### config.mk
export PLATFORM = sky130hd
export DESIGN_NAME = rab_alu_top
export DESIGN_NICKNAME = d
export VERILOG_FILES = /design/src/shared/rab_pkg.sv /design/src/design/rab_alu_top.sv /design/src/design/rab_alu_core.sv
export SDC_FILE = /design/constraint.sdc
export NUM_CORES = 1
export LEC_CHECK = 0
export ABC_AREA = 1
export BUFFER_PORTS_ARGS = -buffer_cell sky130_fd_sc_hd__buf_4
export CAP_MARGIN = 15
export CORE_MARGIN = 3
export CORE_UTILIZATION = 40
export DETAILED_ROUTE_END_ITERATION = 12
export PLACE_DENSITY_LB_ADDON = 0.05
export SKIP_CTS_REPAIR_TIMING = 1
export SYNTH_ARGS = -nofsm -noshare
export SYNTH_HDL_FRONTEND = slang
export SYNTH_SLANG_ARGS = --single-unit
export TNS_END_PERCENT = 50
### constraint.sdc
create_clock -name I_CORE_CLK -period 2.1 [get_ports I_CORE_CLK]
set_input_delay 0.42 -clock I_CORE_CLK [delete_from_list [all_inputs] [get_ports I_CORE_CLK]]
set_output_delay 0.42 -clock I_CORE_CLK [all_outputs]
set_load 0.005 [all_outputs]
### src/shared/rab_pkg.sv
// Shared constants and types for the rotate and borrow-subtract ALU.
`default_nettype none
package rab_pkg;

   // ==========================================================
   // Data widths
   // ==========================================================
   localparam int DATA_W   = 8;
   localparam int BUS_W    = 32;
   localparam int ADDR_W   = 8;
   localparam int BE_W     = 4;
   localparam int FLAG_W   = 4;
   localparam int OP_W     = 3;

   // ==========================================================
   // Register byte offsets
   // ==========================================================
   localparam logic [7:0] OFS_CTRL   = 8'h00;
   localparam logic [7:0] OFS_MEM    = 8'h04;
   localparam logic [7:0] OFS_ACC    = 8'h08;
   localparam logic [7:0] OFS_FLAGS  = 8'h0C;
   localparam logic [7:0] OFS_RESULT = 8'h10;

   // ==========================================================
   // Field positions
   // ==========================================================
   localparam int FLD_OP_LSB  = 0;
   localparam int FLD_OP_MSB  = 2;
   localparam int FLD_DST_ACC = 3;
   localparam int FLD_DST_MEM = 4;
   localparam int FLG_C       = 0;
   localparam int FLG_AC      = 1;
   localparam int FLG_Z       = 2;
   localparam int FLG_OV      = 3;

   // ==========================================================
   // Reset values
   // ==========================================================
   localparam logic [7:0]  RST_BYTE  = 8'h00;
   localparam logic [3:0]  RST_FLAGS = 4'h0;
   localparam logic [31:0] RD_ZERO   = 32'h0000_0000;

   // ==========================================================
   // Operation codes
   // ==========================================================
   typedef enum logic [2:0] {
      OP_NONE                  = 3'h0,
      OP_ROT_LEFT_CARRY_TO_ACC = 3'h1,
      OP_ROT_RIGHT_MEM         = 3'h2,
      OP_ROT_RIGHT_TO_ACC      = 3'h3,
      OP_ROT_RIGHT_CARRY_MEM   = 3'h4,
      OP_ROT_RIGHT_CARRY_ACC   = 3'h5,
      OP_SUB_BORROW_TO_ACC     = 3'h6
   } rab_op_t;

   // ==========================================================
   // Bus slave states, Gray coded
   // ==========================================================
   typedef enum logic [1:0] {
      ST_IDLE   = 2'h0,
      ST_ANSWER = 2'h1
   } rab_bus_state_t;

endpackage
`default_nettype wire

### src/design/rab_alu_top.sv
// Avalon-MM wrapped rotate and borrow-subtract ALU.
// Operation
// - Left rotate through carry into accumulator; memory bit 7 becomes carry.
// - Plain right rotate of memory, bit 0 into bit 7, flags untouched.
// - Right rotate into accumulator, memory and flags left unchanged.
// - Right rotate memory through carry; only carry changes.
// - Right rotate through carry into accumulator; memory unchanged.
// - Accumulator minus memory minus inverted carry, stored in accumulator.
// - After subtract, carry is 0 on negative result, else 1.
`timescale 1ns/1ps
`default_nettype none
module rab_alu_top #(
   parameter int DATA_W = 8
) (
   // Clock, reset, enable
   input  wire logic        I_CORE_CLK,
   input  wire logic        I_NRST,
   input  wire logic        I_CE,
   // Avalon-MM slave
   input  wire logic [7:0]  I_AVS_ADDRESS,
   input  wire logic        I_AVS_READ,
   input  wire logic        I_AVS_WRITE,
   input  wire logic [31:0] I_AVS_WRITEDATA,
   input  wire logic [3:0]  I_AVS_BYTEENABLE,
   output logic      [31:0] O_AVS_READDATA,
   output logic             O_AVS_WAITREQUEST,
   // Datapath state
   output logic      [7:0]  O_ACC,
   output logic      [7:0]  O_MEM,
   output logic      [3:0]  O_FLAGS,
   output logic             O_DONE
);

   // =========================================================
   // Declarations
   // =========================================================
   rab_pkg::rab_bus_state_t state_reg;
   rab_pkg::rab_bus_state_t state_next;

   logic [DATA_W-1:0] acc_reg;
   logic [DATA_W-1:0] mem_reg;
   logic [DATA_W-1:0] result_reg;
   logic [3:0]        flags_reg;
   logic [2:0]        op_reg;
   logic              exec_reg;
   logic              done_reg;
   logic              dst_acc_reg;
   logic              dst_mem_reg;
   logic [31:0]       rdata_reg;

   logic              req;
   logic              accept;
   logic              commit;
   logic              wr_low;
   logic [5:0]        word_idx;
   logic [DATA_W-1:0] core_result;
   logic              core_to_acc;
   logic              core_to_mem;
   logic [3:0]        core_flags;
   logic [31:0]       rd_mux;

   // =========================================================
   // Bus handshake
   // =========================================================
   assign req = I_AVS_READ | I_AVS_WRITE;

   // A pending execution holds off new accesses, so a read never
   // sees a value that is one cycle from being overwritten.
   assign accept = req & ~exec_reg & (state_reg == rab_pkg::ST_IDLE);

   // The access completes at the edge that sees waitrequest low;
   // a low enable keeps waitrequest up so no write is dropped
   assign commit = req & I_CE & (state_reg == rab_pkg::ST_ANSWER);

   assign O_AVS_WAITREQUEST = req
                            & (~I_CE | (state_reg != rab_pkg::ST_ANSWER));

   // Only the low byte lane carries data; upper lanes are ignored
   assign wr_low = I_AVS_WRITE & commit & I_AVS_BYTEENABLE[0];

   assign word_idx = I_AVS_ADDRESS[7:2];

   always_comb begin
      state_next = state_reg;
      case (state_reg)
         rab_pkg::ST_IDLE: begin
            if (accept) begin
               state_next = rab_pkg::ST_ANSWER;
            end
         end
         rab_pkg::ST_ANSWER: begin
            state_next = rab_pkg::ST_IDLE;
         end
         default: begin
            state_next = rab_pkg::ST_IDLE;
         end
      endcase
   end

   always_ff @(posedge I_CORE_CLK or negedge I_NRST) begin
      if (!I_NRST) begin
         state_reg <= rab_pkg::ST_IDLE;
      end else if (I_CE) begin
         state_reg <= state_next;
      end
   end

   // =========================================================
   // Read path
   // =========================================================
   always_comb begin
      rd_mux = rab_pkg::RD_ZERO;
      case (word_idx)
         rab_pkg::OFS_CTRL[7:2]: begin
            rd_mux[rab_pkg::FLD_OP_MSB:rab_pkg::FLD_OP_LSB] = op_reg;
            rd_mux[rab_pkg::FLD_DST_ACC] = dst_acc_reg;
            rd_mux[rab_pkg::FLD_DST_MEM] = dst_mem_reg;
         end
         rab_pkg::OFS_MEM[7:2]: begin
            rd_mux[DATA_W-1:0] = mem_reg;
         end
         rab_pkg::OFS_ACC[7:2]: begin
            rd_mux[DATA_W-1:0] = acc_reg;
         end
         rab_pkg::OFS_FLAGS[7:2]: begin
            rd_mux[3:0] = flags_reg;
         end
         rab_pkg::OFS_RESULT[7:2]: begin
            rd_mux[DATA_W-1:0] = result_reg;
         end
         default: begin
            rd_mux = rab_pkg::RD_ZERO;
         end
      endcase
   end

   // Captured when the access is accepted, stable at the answer edge
   always_ff @(posedge I_CORE_CLK or negedge I_NRST) begin
      if (!I_NRST) begin
         rdata_reg <= rab_pkg::RD_ZERO;
      end else if (I_CE) begin
         if (accept & I_AVS_READ) begin
            rdata_reg <= rd_mux;
         end
      end
   end

   assign O_AVS_READDATA = rdata_reg;

   // =========================================================
   // Operation launch
   // =========================================================
   always_ff @(posedge I_CORE_CLK or negedge I_NRST) begin
      if (!I_NRST) begin
         op_reg   <= 3'h0;
         exec_reg <= 1'b0;
      end else if (I_CE) begin
         if (wr_low && word_idx == rab_pkg::OFS_CTRL[7:2]) begin
            op_reg   <= I_AVS_WRITEDATA[rab_pkg::FLD_OP_MSB:
                                        rab_pkg::FLD_OP_LSB];
            exec_reg <= 1'b1;
         end else begin
            exec_reg <= 1'b0;
         end
      end
   end

   // =========================================================
   // Datapath
   // =========================================================
   rab_alu_core #(
      .W        (DATA_W)
   ) u_core (
      .i_op     (op_reg),
      .i_mem    (mem_reg),
      .i_acc    (acc_reg),
      .i_flags  (flags_reg),
      .o_result (core_result),
      .o_to_acc (core_to_acc),
      .o_to_mem (core_to_mem),
      .o_flags  (core_flags)
   );

   // Accumulator: software write or accumulator-destination result
   always_ff @(posedge I_CORE_CLK or negedge I_NRST) begin
      if (!I_NRST) begin
         acc_reg <= rab_pkg::RST_BYTE;
      end else if (I_CE) begin
         if (exec_reg && core_to_acc) begin
            acc_reg <= core_result;
         end else if (wr_low && word_idx == rab_pkg::OFS_ACC[7:2]) begin
            acc_reg <= I_AVS_WRITEDATA[DATA_W-1:0];
         end
      end
   end

   // Memory operand: software write or memory-destination result
   always_ff @(posedge I_CORE_CLK or negedge I_NRST) begin
      if (!I_NRST) begin
         mem_reg <= rab_pkg::RST_BYTE;
      end else if (I_CE) begin
         if (exec_reg && core_to_mem) begin
            mem_reg <= core_result;
         end else if (wr_low && word_idx == rab_pkg::OFS_MEM[7:2]) begin
            mem_reg <= I_AVS_WRITEDATA[DATA_W-1:0];
         end
      end
   end

   // Hardware update wins over a software write in the same cycle
   always_ff @(posedge I_CORE_CLK or negedge I_NRST) begin
      if (!I_NRST) begin
         flags_reg <= rab_pkg::RST_FLAGS;
      end else if (I_CE) begin
         if (exec_reg) begin
            flags_reg <= core_flags;
         end else if (wr_low && word_idx == rab_pkg::OFS_FLAGS[7:2]) begin
            flags_reg <= I_AVS_WRITEDATA[3:0];
         end
      end
   end

   // Result, destination record and completion pulse
   always_ff @(posedge I_CORE_CLK or negedge I_NRST) begin
      if (!I_NRST) begin
         result_reg  <= rab_pkg::RST_BYTE;
         dst_acc_reg <= 1'b0;
         dst_mem_reg <= 1'b0;
         done_reg    <= 1'b0;
      end else if (I_CE) begin
         done_reg <= exec_reg;
         if (exec_reg) begin
            result_reg  <= core_result;
            dst_acc_reg <= core_to_acc;
            dst_mem_reg <= core_to_mem;
         end
      end
   end

   // =========================================================
   // Outputs
   // =========================================================
   assign O_ACC   = acc_reg;
   assign O_MEM   = mem_reg;
   assign O_FLAGS = flags_reg;
   assign O_DONE  = done_reg;

endmodule
`default_nettype wire

### src/design/rab_alu_core.sv
// Combinational datapath for the rotate and borrow-subtract operations.
`timescale 1ns/1ps
`default_nettype none
module rab_alu_core #(
   parameter int W = 8
) (
   // Operation and operands
   input  wire logic [2:0]   i_op,
   input  wire logic [W-1:0] i_mem,
   input  wire logic [W-1:0] i_acc,
   input  wire logic [3:0]   i_flags,
   // Results
   output logic      [W-1:0] o_result,
   output logic              o_to_acc,
   output logic              o_to_mem,
   output logic      [3:0]   o_flags
);

   // =========================================================
   // Subtract with borrow
   // =========================================================
   logic         carry_in;
   logic         borrow_in;
   logic [W:0]   diff;
   logic [4:0]   nib_diff;
   logic [W-1:0] diff_byte;

   assign carry_in  = i_flags[rab_pkg::FLG_C];
   assign borrow_in = ~carry_in;
   // Extra top bit catches the borrow out of the whole byte
   assign diff = {1'b0, i_acc} - {1'b0, i_mem} - {{W{1'b0}}, borrow_in};
   assign nib_diff = {1'b0, i_acc[3:0]} - {1'b0, i_mem[3:0]}
                   - {4'h0, borrow_in};
   assign diff_byte = diff[W-1:0];

   // =========================================================
   // Operation select
   // =========================================================
   always_comb begin
      o_result = i_mem;
      o_to_acc = 1'b0;
      o_to_mem = 1'b0;
      o_flags  = i_flags;
      case (rab_pkg::rab_op_t'(i_op))
         rab_pkg::OP_ROT_LEFT_CARRY_TO_ACC: begin
            o_result = {i_mem[W-2:0], carry_in};
            o_to_acc = 1'b1;
            o_flags[rab_pkg::FLG_C] = i_mem[W-1];
         end
         rab_pkg::OP_ROT_RIGHT_MEM: begin
            o_result = {i_mem[0], i_mem[W-1:1]};
            o_to_mem = 1'b1;
         end
         rab_pkg::OP_ROT_RIGHT_TO_ACC: begin
            o_result = {i_mem[0], i_mem[W-1:1]};
            o_to_acc = 1'b1;
         end
         rab_pkg::OP_ROT_RIGHT_CARRY_MEM: begin
            o_result = {carry_in, i_mem[W-1:1]};
            o_to_mem = 1'b1;
            o_flags[rab_pkg::FLG_C] = i_mem[0];
         end
         rab_pkg::OP_ROT_RIGHT_CARRY_ACC: begin
            o_result = {carry_in, i_mem[W-1:1]};
            o_to_acc = 1'b1;
            o_flags[rab_pkg::FLG_C] = i_mem[0];
         end
         rab_pkg::OP_SUB_BORROW_TO_ACC: begin
            o_result = diff_byte;
            o_to_acc = 1'b1;
            // Carry reads as an active-low borrow
            o_flags[rab_pkg::FLG_C]  = ~diff[W];
            o_flags[rab_pkg::FLG_AC] = ~nib_diff[4];
            o_flags[rab_pkg::FLG_Z]  = (diff_byte == '0);
            o_flags[rab_pkg::FLG_OV] = (i_acc[W-1] ^ i_mem[W-1])
                                     & (i_acc[W-1] ^ diff_byte[W-1]);
         end
         default: begin
            o_result = i_mem;
         end
      endcase
   end

endmodule
`default_nettype wire

* Word level (Yosys, flattened, before mapping)
Index checks and enable logic that the tools add are counted.
** Word-level totals
- Flip-flop bits (word level) :: 45
- Output and inout port bits :: 54
** Cells by class
- $add $sub $neg :: 4
- Equal/unequal tests :: 15
- Mux-type cells :: 17
- Bitwise operators :: 18
- Reduce and logical (&&, ||, !) cells :: 24
** Operator list (number)
- $mux W8 :: 4
- $pmux W8 S4 :: 1
- $pmux W4 S5 :: 1
- $eq A6 B2 Y1 const B :: 2
- $reduce_and A2 Y1 :: 6
- $and A1 B1 Y1 :: 9
- $eq A3 B3 Y1 const B :: 3
- $pmux W3 S3 :: 1
- $sub A8 B8 Y9 :: 1
- $sub A9 B1 Y9 :: 1
- $logic_not A8 Y1 :: 1
- $mux W4 :: 2
- $eq A3 B2 Y1 const B :: 2
- $eq A6 B1 Y1 const B :: 1
- $eq A6 B3 Y1 const B :: 1
- $logic_and A1 B1 Y1 :: 6
- $logic_not A6 Y1 :: 1
- $reduce_and A3 Y1 :: 2
- $reduce_bool A2 Y1 :: 3
- $reduce_or A2 Y1 :: 3
- $not A1 Y1 :: 5
- $sub A4 B4 Y5 :: 1
- $sub A5 B1 Y5 :: 1
- $mux W2 :: 2
- 13 further kinds :: 18

* Depth between registers and ports, before layout
- Depth in word-level cells :: 8
- Gate-level depth with buffers :: 16
- Gate-level depth less buffers :: 16

* Modules after synthesis
Synthesis repeated with hierarchy kept, for this count alone.
** Unflattened totals
- Cell total of the unflattened synthesis :: 504
- Area total of the unflattened synthesis :: 3490.8 um2
** Modules (own cells, without submodules)
- rab_alu_top :: instances 1, cells an instance 322, area an instance 2481.1 um2, sequential area each 1101.1 um2
- rab_alu_core :: instances 1, cells an instance 182, area an instance 1009.7 um2, sequential area each 0.0 um2

* Worst setup path before layout
No wires, ideal clock.
- Path kind :: register -> register
- From :: register acc_reg[0], in the netlist O_ACC[0]
- To :: register acc_reg[0], in the netlist O_ACC[0]
- Library setup time :: 0.123 ns
- Arrival time :: 1.937 ns
- Path slack :: 0.040 ns
- Stages on the path, launching flop included :: 11
- Buffers on the path :: 0
- Clock period less this slack :: 2.060 ns
- Cell sequence :: dfrtp_1 -> inv_1 -> fa_1 -> inv_1 -> ha_1 -> xnor2_1 -> o22ai_1 -> a21oi_1 -> nand2_1 -> o21ai_0 -> nand2_1
** Between the ends
- Longest elaborated chain between the ends :: 4
** Ends and longest elaborated chain
- from (decl) :: RTL line rab_alu_top.sv:40 : logic [DATA_W-1:0] acc_reg;
- from (signal assigned) :: RTL line rab_alu_top.sv:187 : acc_reg <= rab_pkg::RST_BYTE;
- from (signal assigned) :: RTL line rab_alu_top.sv:190 : acc_reg <= core_result;
- from (signal assigned) :: RTL line rab_alu_top.sv:192 : acc_reg <= I_AVS_WRITEDATA[DATA_W-1:0];
- $sub A8 B8 Y9 :: RTL line rab_alu_core.sv:31 : assign diff = {1'b0, i_acc} - {1'b0, i_mem} - {{W{1'b0}}, borrow_in};
- $sub A9 B1 Y9 :: RTL line rab_alu_core.sv:31
- $pmux W8 S4 :: RTL line rab_alu_core.sv:44 : case (rab_pkg::rab_op_t'(i_op))
- $mux W8 :: RTL line rab_alu_top.sv:189 : if (exec_reg && core_to_acc) begin
Every way passes these cells.
A chain may end at the register's enable or synchronous reset.

* Worst setup path after layout
- From :: register flags_reg[0], in the netlist O_FLAGS[0]
- To :: register flags_reg[2], in the netlist O_FLAGS[2]
** Between the ends
- Longest elaborated chain between the ends :: 5
** Ends and longest elaborated chain
- from (decl) :: RTL line rab_alu_top.sv:43 : logic [3:0] flags_reg;
- from (signal assigned) :: RTL line rab_alu_top.sv:213 : flags_reg <= rab_pkg::RST_FLAGS;
- from (signal assigned) :: RTL line rab_alu_top.sv:216 : flags_reg <= core_flags;
- from (signal assigned) :: RTL line rab_alu_top.sv:218 : flags_reg <= I_AVS_WRITEDATA[3:0];
- $not A1 Y1 :: RTL line rab_alu_core.sv:29 : assign borrow_in = ~carry_in;
- $sub A9 B1 Y9 :: RTL line rab_alu_core.sv:31
- $logic_not A8 Y1 :: RTL line rab_alu_core.sv:74 : o_flags[rab_pkg::FLG_Z] = (diff_byte == '0);
- $mux W3 :: RTL line rab_alu_core.sv:44
- $mux W4 :: RTL line rab_alu_top.sv:215 : if (exec_reg) begin
Every way passes these cells. The select of a mux whose other input is x is not followed.

==> results.json <==
{
  "outcome": "finished clean",
  "grt_max_degree": 45,
  "cts_buffers": 5,
  "nets": 650,
  "insertedDiodeCount": 0,
  "synth_top_area_share_pct": 32.8,
  "synth.distinct_cells": 35,
  "fin_skew_ns": 0.0108,
  "cp_num_buf_inv": 2,
  "die_w_um": 97.7,
  "period_needed_ns": 2.09,
  "tightest_slew_ns": 0.616,
  "hp-class": "primary input to async pin",
  "relSlewSlack_pct": 58.9,
  "setup_viol": 0,
  "fillCellCount": 787,
  "final_antenna_net_count": 0,
  "start_util_pct": 42.4,
  "holdWs_ns": 0.105,
  "drt-pass1-iter-count": 4,
  "multi_input_area_um2": 2140,
  "antenna_found_initial": 0,
  "ys_top_cells_by_area": "dfrtp_1, nand2_1, inv_1, buf_4, a21oi_1",
  "drive_gt1_share_pct": 30.9,
  "core_area_um2": 7930,
  "fin_crit_sh_pct": 99.7,
  "leakage_nw": 2.34,
  "syn_inst": 493,
  "io_buffers": 49,
  "die_h_um": 97.7,
  "max_cap_viol_count": 0,
  "grt_pass1_wl_mm": 16.0,
  "synth_area_um2": 3360,
  "cp.required_ns": 2.34,
  "dpl.hpwl_mm": 7.93,
  "overflow": 0,
  "grtUsageTotal_pct": 20.7,
  "viasPerCell": 4.98,
  "critPathLaunchType": "flip-flop",
  "critPathCaptureType": "flip-flop",
  "clk_transition_reported_paths_ns": 0.10,
  "crit_arrival_ns": 2.34,
  "yosysTopAreaCell": "dfrtp_1",
  "ir_worst_vdd_uv": 287,
  "grt_pass1_vias": 3147,
  "wl_mm": 10.3,
  "fin_util_pct": 56.1,
  "final-hold-violation-count": 0,
  "synth.yosys.seq_area_share_pct": 32.8,
  "gp_congestion": 0.889,
  "drc_errors": 0,
  "cts.htree.levels": 2,
  "fmaxAchievable_ghz": 0.478,
  "num_io_pins": 103,
  "power_mw": 2.88,
  "area_growth_syn_to_layout_pct": 32.3,
  "ys_ff_latch": 44,
  "cp_top_family": "adder cells",
  "rsz0062_at_grt": "yes",
  "regArea_um2": 1100,
  "report.final.slew_viol_count": 0,
  "powerDensity_nw_per_um2": 647,
  "clockBufferDepth": 2,
  "wl_per_cell_um": 15.0,
  "ys.warnings.count": 0,
  "cts_tree": "built",
  "crit_slowest_cell": "fa_2",
  "cp_cell_sequence": "inv_2 > fa_2 > inv_2 > ha_4 > xnor2_4 > nand4_1 > nor2_1 > nand2_1 > nor2_1 > nand2_1 > a21oi_2",
  "stdcell_count": 688,
  "cts_root_buf": "clkbuf_8",
  "cpPeakStageDelay_ns": 0.59,
  "drtIter0Drc": 148,
  "rows": 32,
  "clock_latency_ns": 0.30,
  "critPathKind": "flip-flop to flip-flop",
  "placed_cells": 675,
  "cp_max_fo": 2,
  "vias": 3424,
  "synth.avg_cell_area_um2": 6.82,
  "die-area_um2": 9540,
  "cts_sinks": 44
}
[path summary, 6_finish.rpt]
check	endpoint	slack [ns]	depth (start not counted)	from
worst max-delay path	O_FLAGS[2]$_DFFE_PN0P_	0.006	11	O_FLAGS[0]$_DFFE_PN0P_
worst min-delay path	op_reg[0]$_DFFE_PN0P_	0.10	1	I_NRST
worst max register to register	O_FLAGS[2]$_DFFE_PN0P_	0.006	11	O_FLAGS[0]$_DFFE_PN0P_
worst min register to register	result_reg[4]$_DFFE_PN0P_	0.49	2	result_reg[4]$_DFFE_PN0P_
max in group asynchronous	result_reg[1]$_DFFE_PN0P_	1.55	1	I_NRST
min in group I_CORE_CLK	exec_reg$_DFFE_PN0P_	0.39	2	I_CE
[area by class of cell]
| cell class | count | area share, % |
|---|---|---|
| repair buffers | 91 | 15.4 |
| clock inverters | 3 | 1.04 |
| flip-flops and latches | 44 | 24.7 |
| well taps | 102 | 2.87 |
| clock buffers | 5 | 1.55 |
| inverters | 75 | 6.33 |
| multi-input cells | 368 | 48.0 |
[metal layers]
metal	up-vias	share of wire (%)	global-route usage, %
li1	1702	-	-
met1	1618	46	29.7
met2	90	48	33.1
met3	14	5.2	3.16
met4	0	1.5	4.15
met5	-	0	0
[cell families (layout without fill, tap and decap cells)]
logic type	after synthesis	count (layout)	share of synthesized area, %
compound gates	78	78	12.4
xor+xnor	4	4	1.04
fa+ha+maj	16	16	6.40
buf+inv	104	174	14.8
flops	44	44	32.8
mux	3	3	1.00
other cells	1	24	0.112
simple gates	243	243	31.4
[power by group]
group | switching (mW) | internal (mW) | leakage (nW)
logic | 0.682 | 0.535 | 1.71
registers | 0.0465 | 0.912 | 0.572
clock network | 0.342 | 0.359 | 0.0548
total | 1.07 | 1.81 | 2.34
[placed cells by master, fill, tap and decap left out, drive strengths merged]
cell and count:
o2111ai 2, a31oi 2, buf 91, mux2 3, dfrtp 44, clkinvlp 1, xor2 3, o21a 1
fa 2, o211ai 1, nand3 22, nand4 7, a22oi 2, xnor2 1, ha 14, o22ai 6
nor3 3, o21ai 29, nor2 34, nand2 175, inv 76, a21oi 35, nand3b 1, clkbuf 5
and2 1, conb 24, bufinv 1
[Yosys cell counts (all sizes together)]
cell and n:
and2 1, nand3 22, o22ai 6, dfrtp 44, o211ai 1, nor2 34, mux2 3, buf 28
a31oi 2, ha 14, xor2 3, conb 1, o21ai 29, clkbuf 1, nor3 3, o2111ai 2
nand4 7, xnor2 1, o21a 1, nand2 175, inv 75, a22oi 2, fa 2, a21oi 35
nand3b 1
[per-stage QoR]
step	instance area, um2	setup TNS, ns	worst slack [ns]
4_1_cts	4120	-1.46	-0.174
2_1_floorplan	3450	0	0.0404
6_report	4450	0	0.00636
5_1_grt	4450	-1.42	-0.109
3_5_place_dp	4010	-1.21	-0.159
3_3_place_gp	4010	-0.892	-0.114
Note: power is estimated with default switching activity, not from simulation.
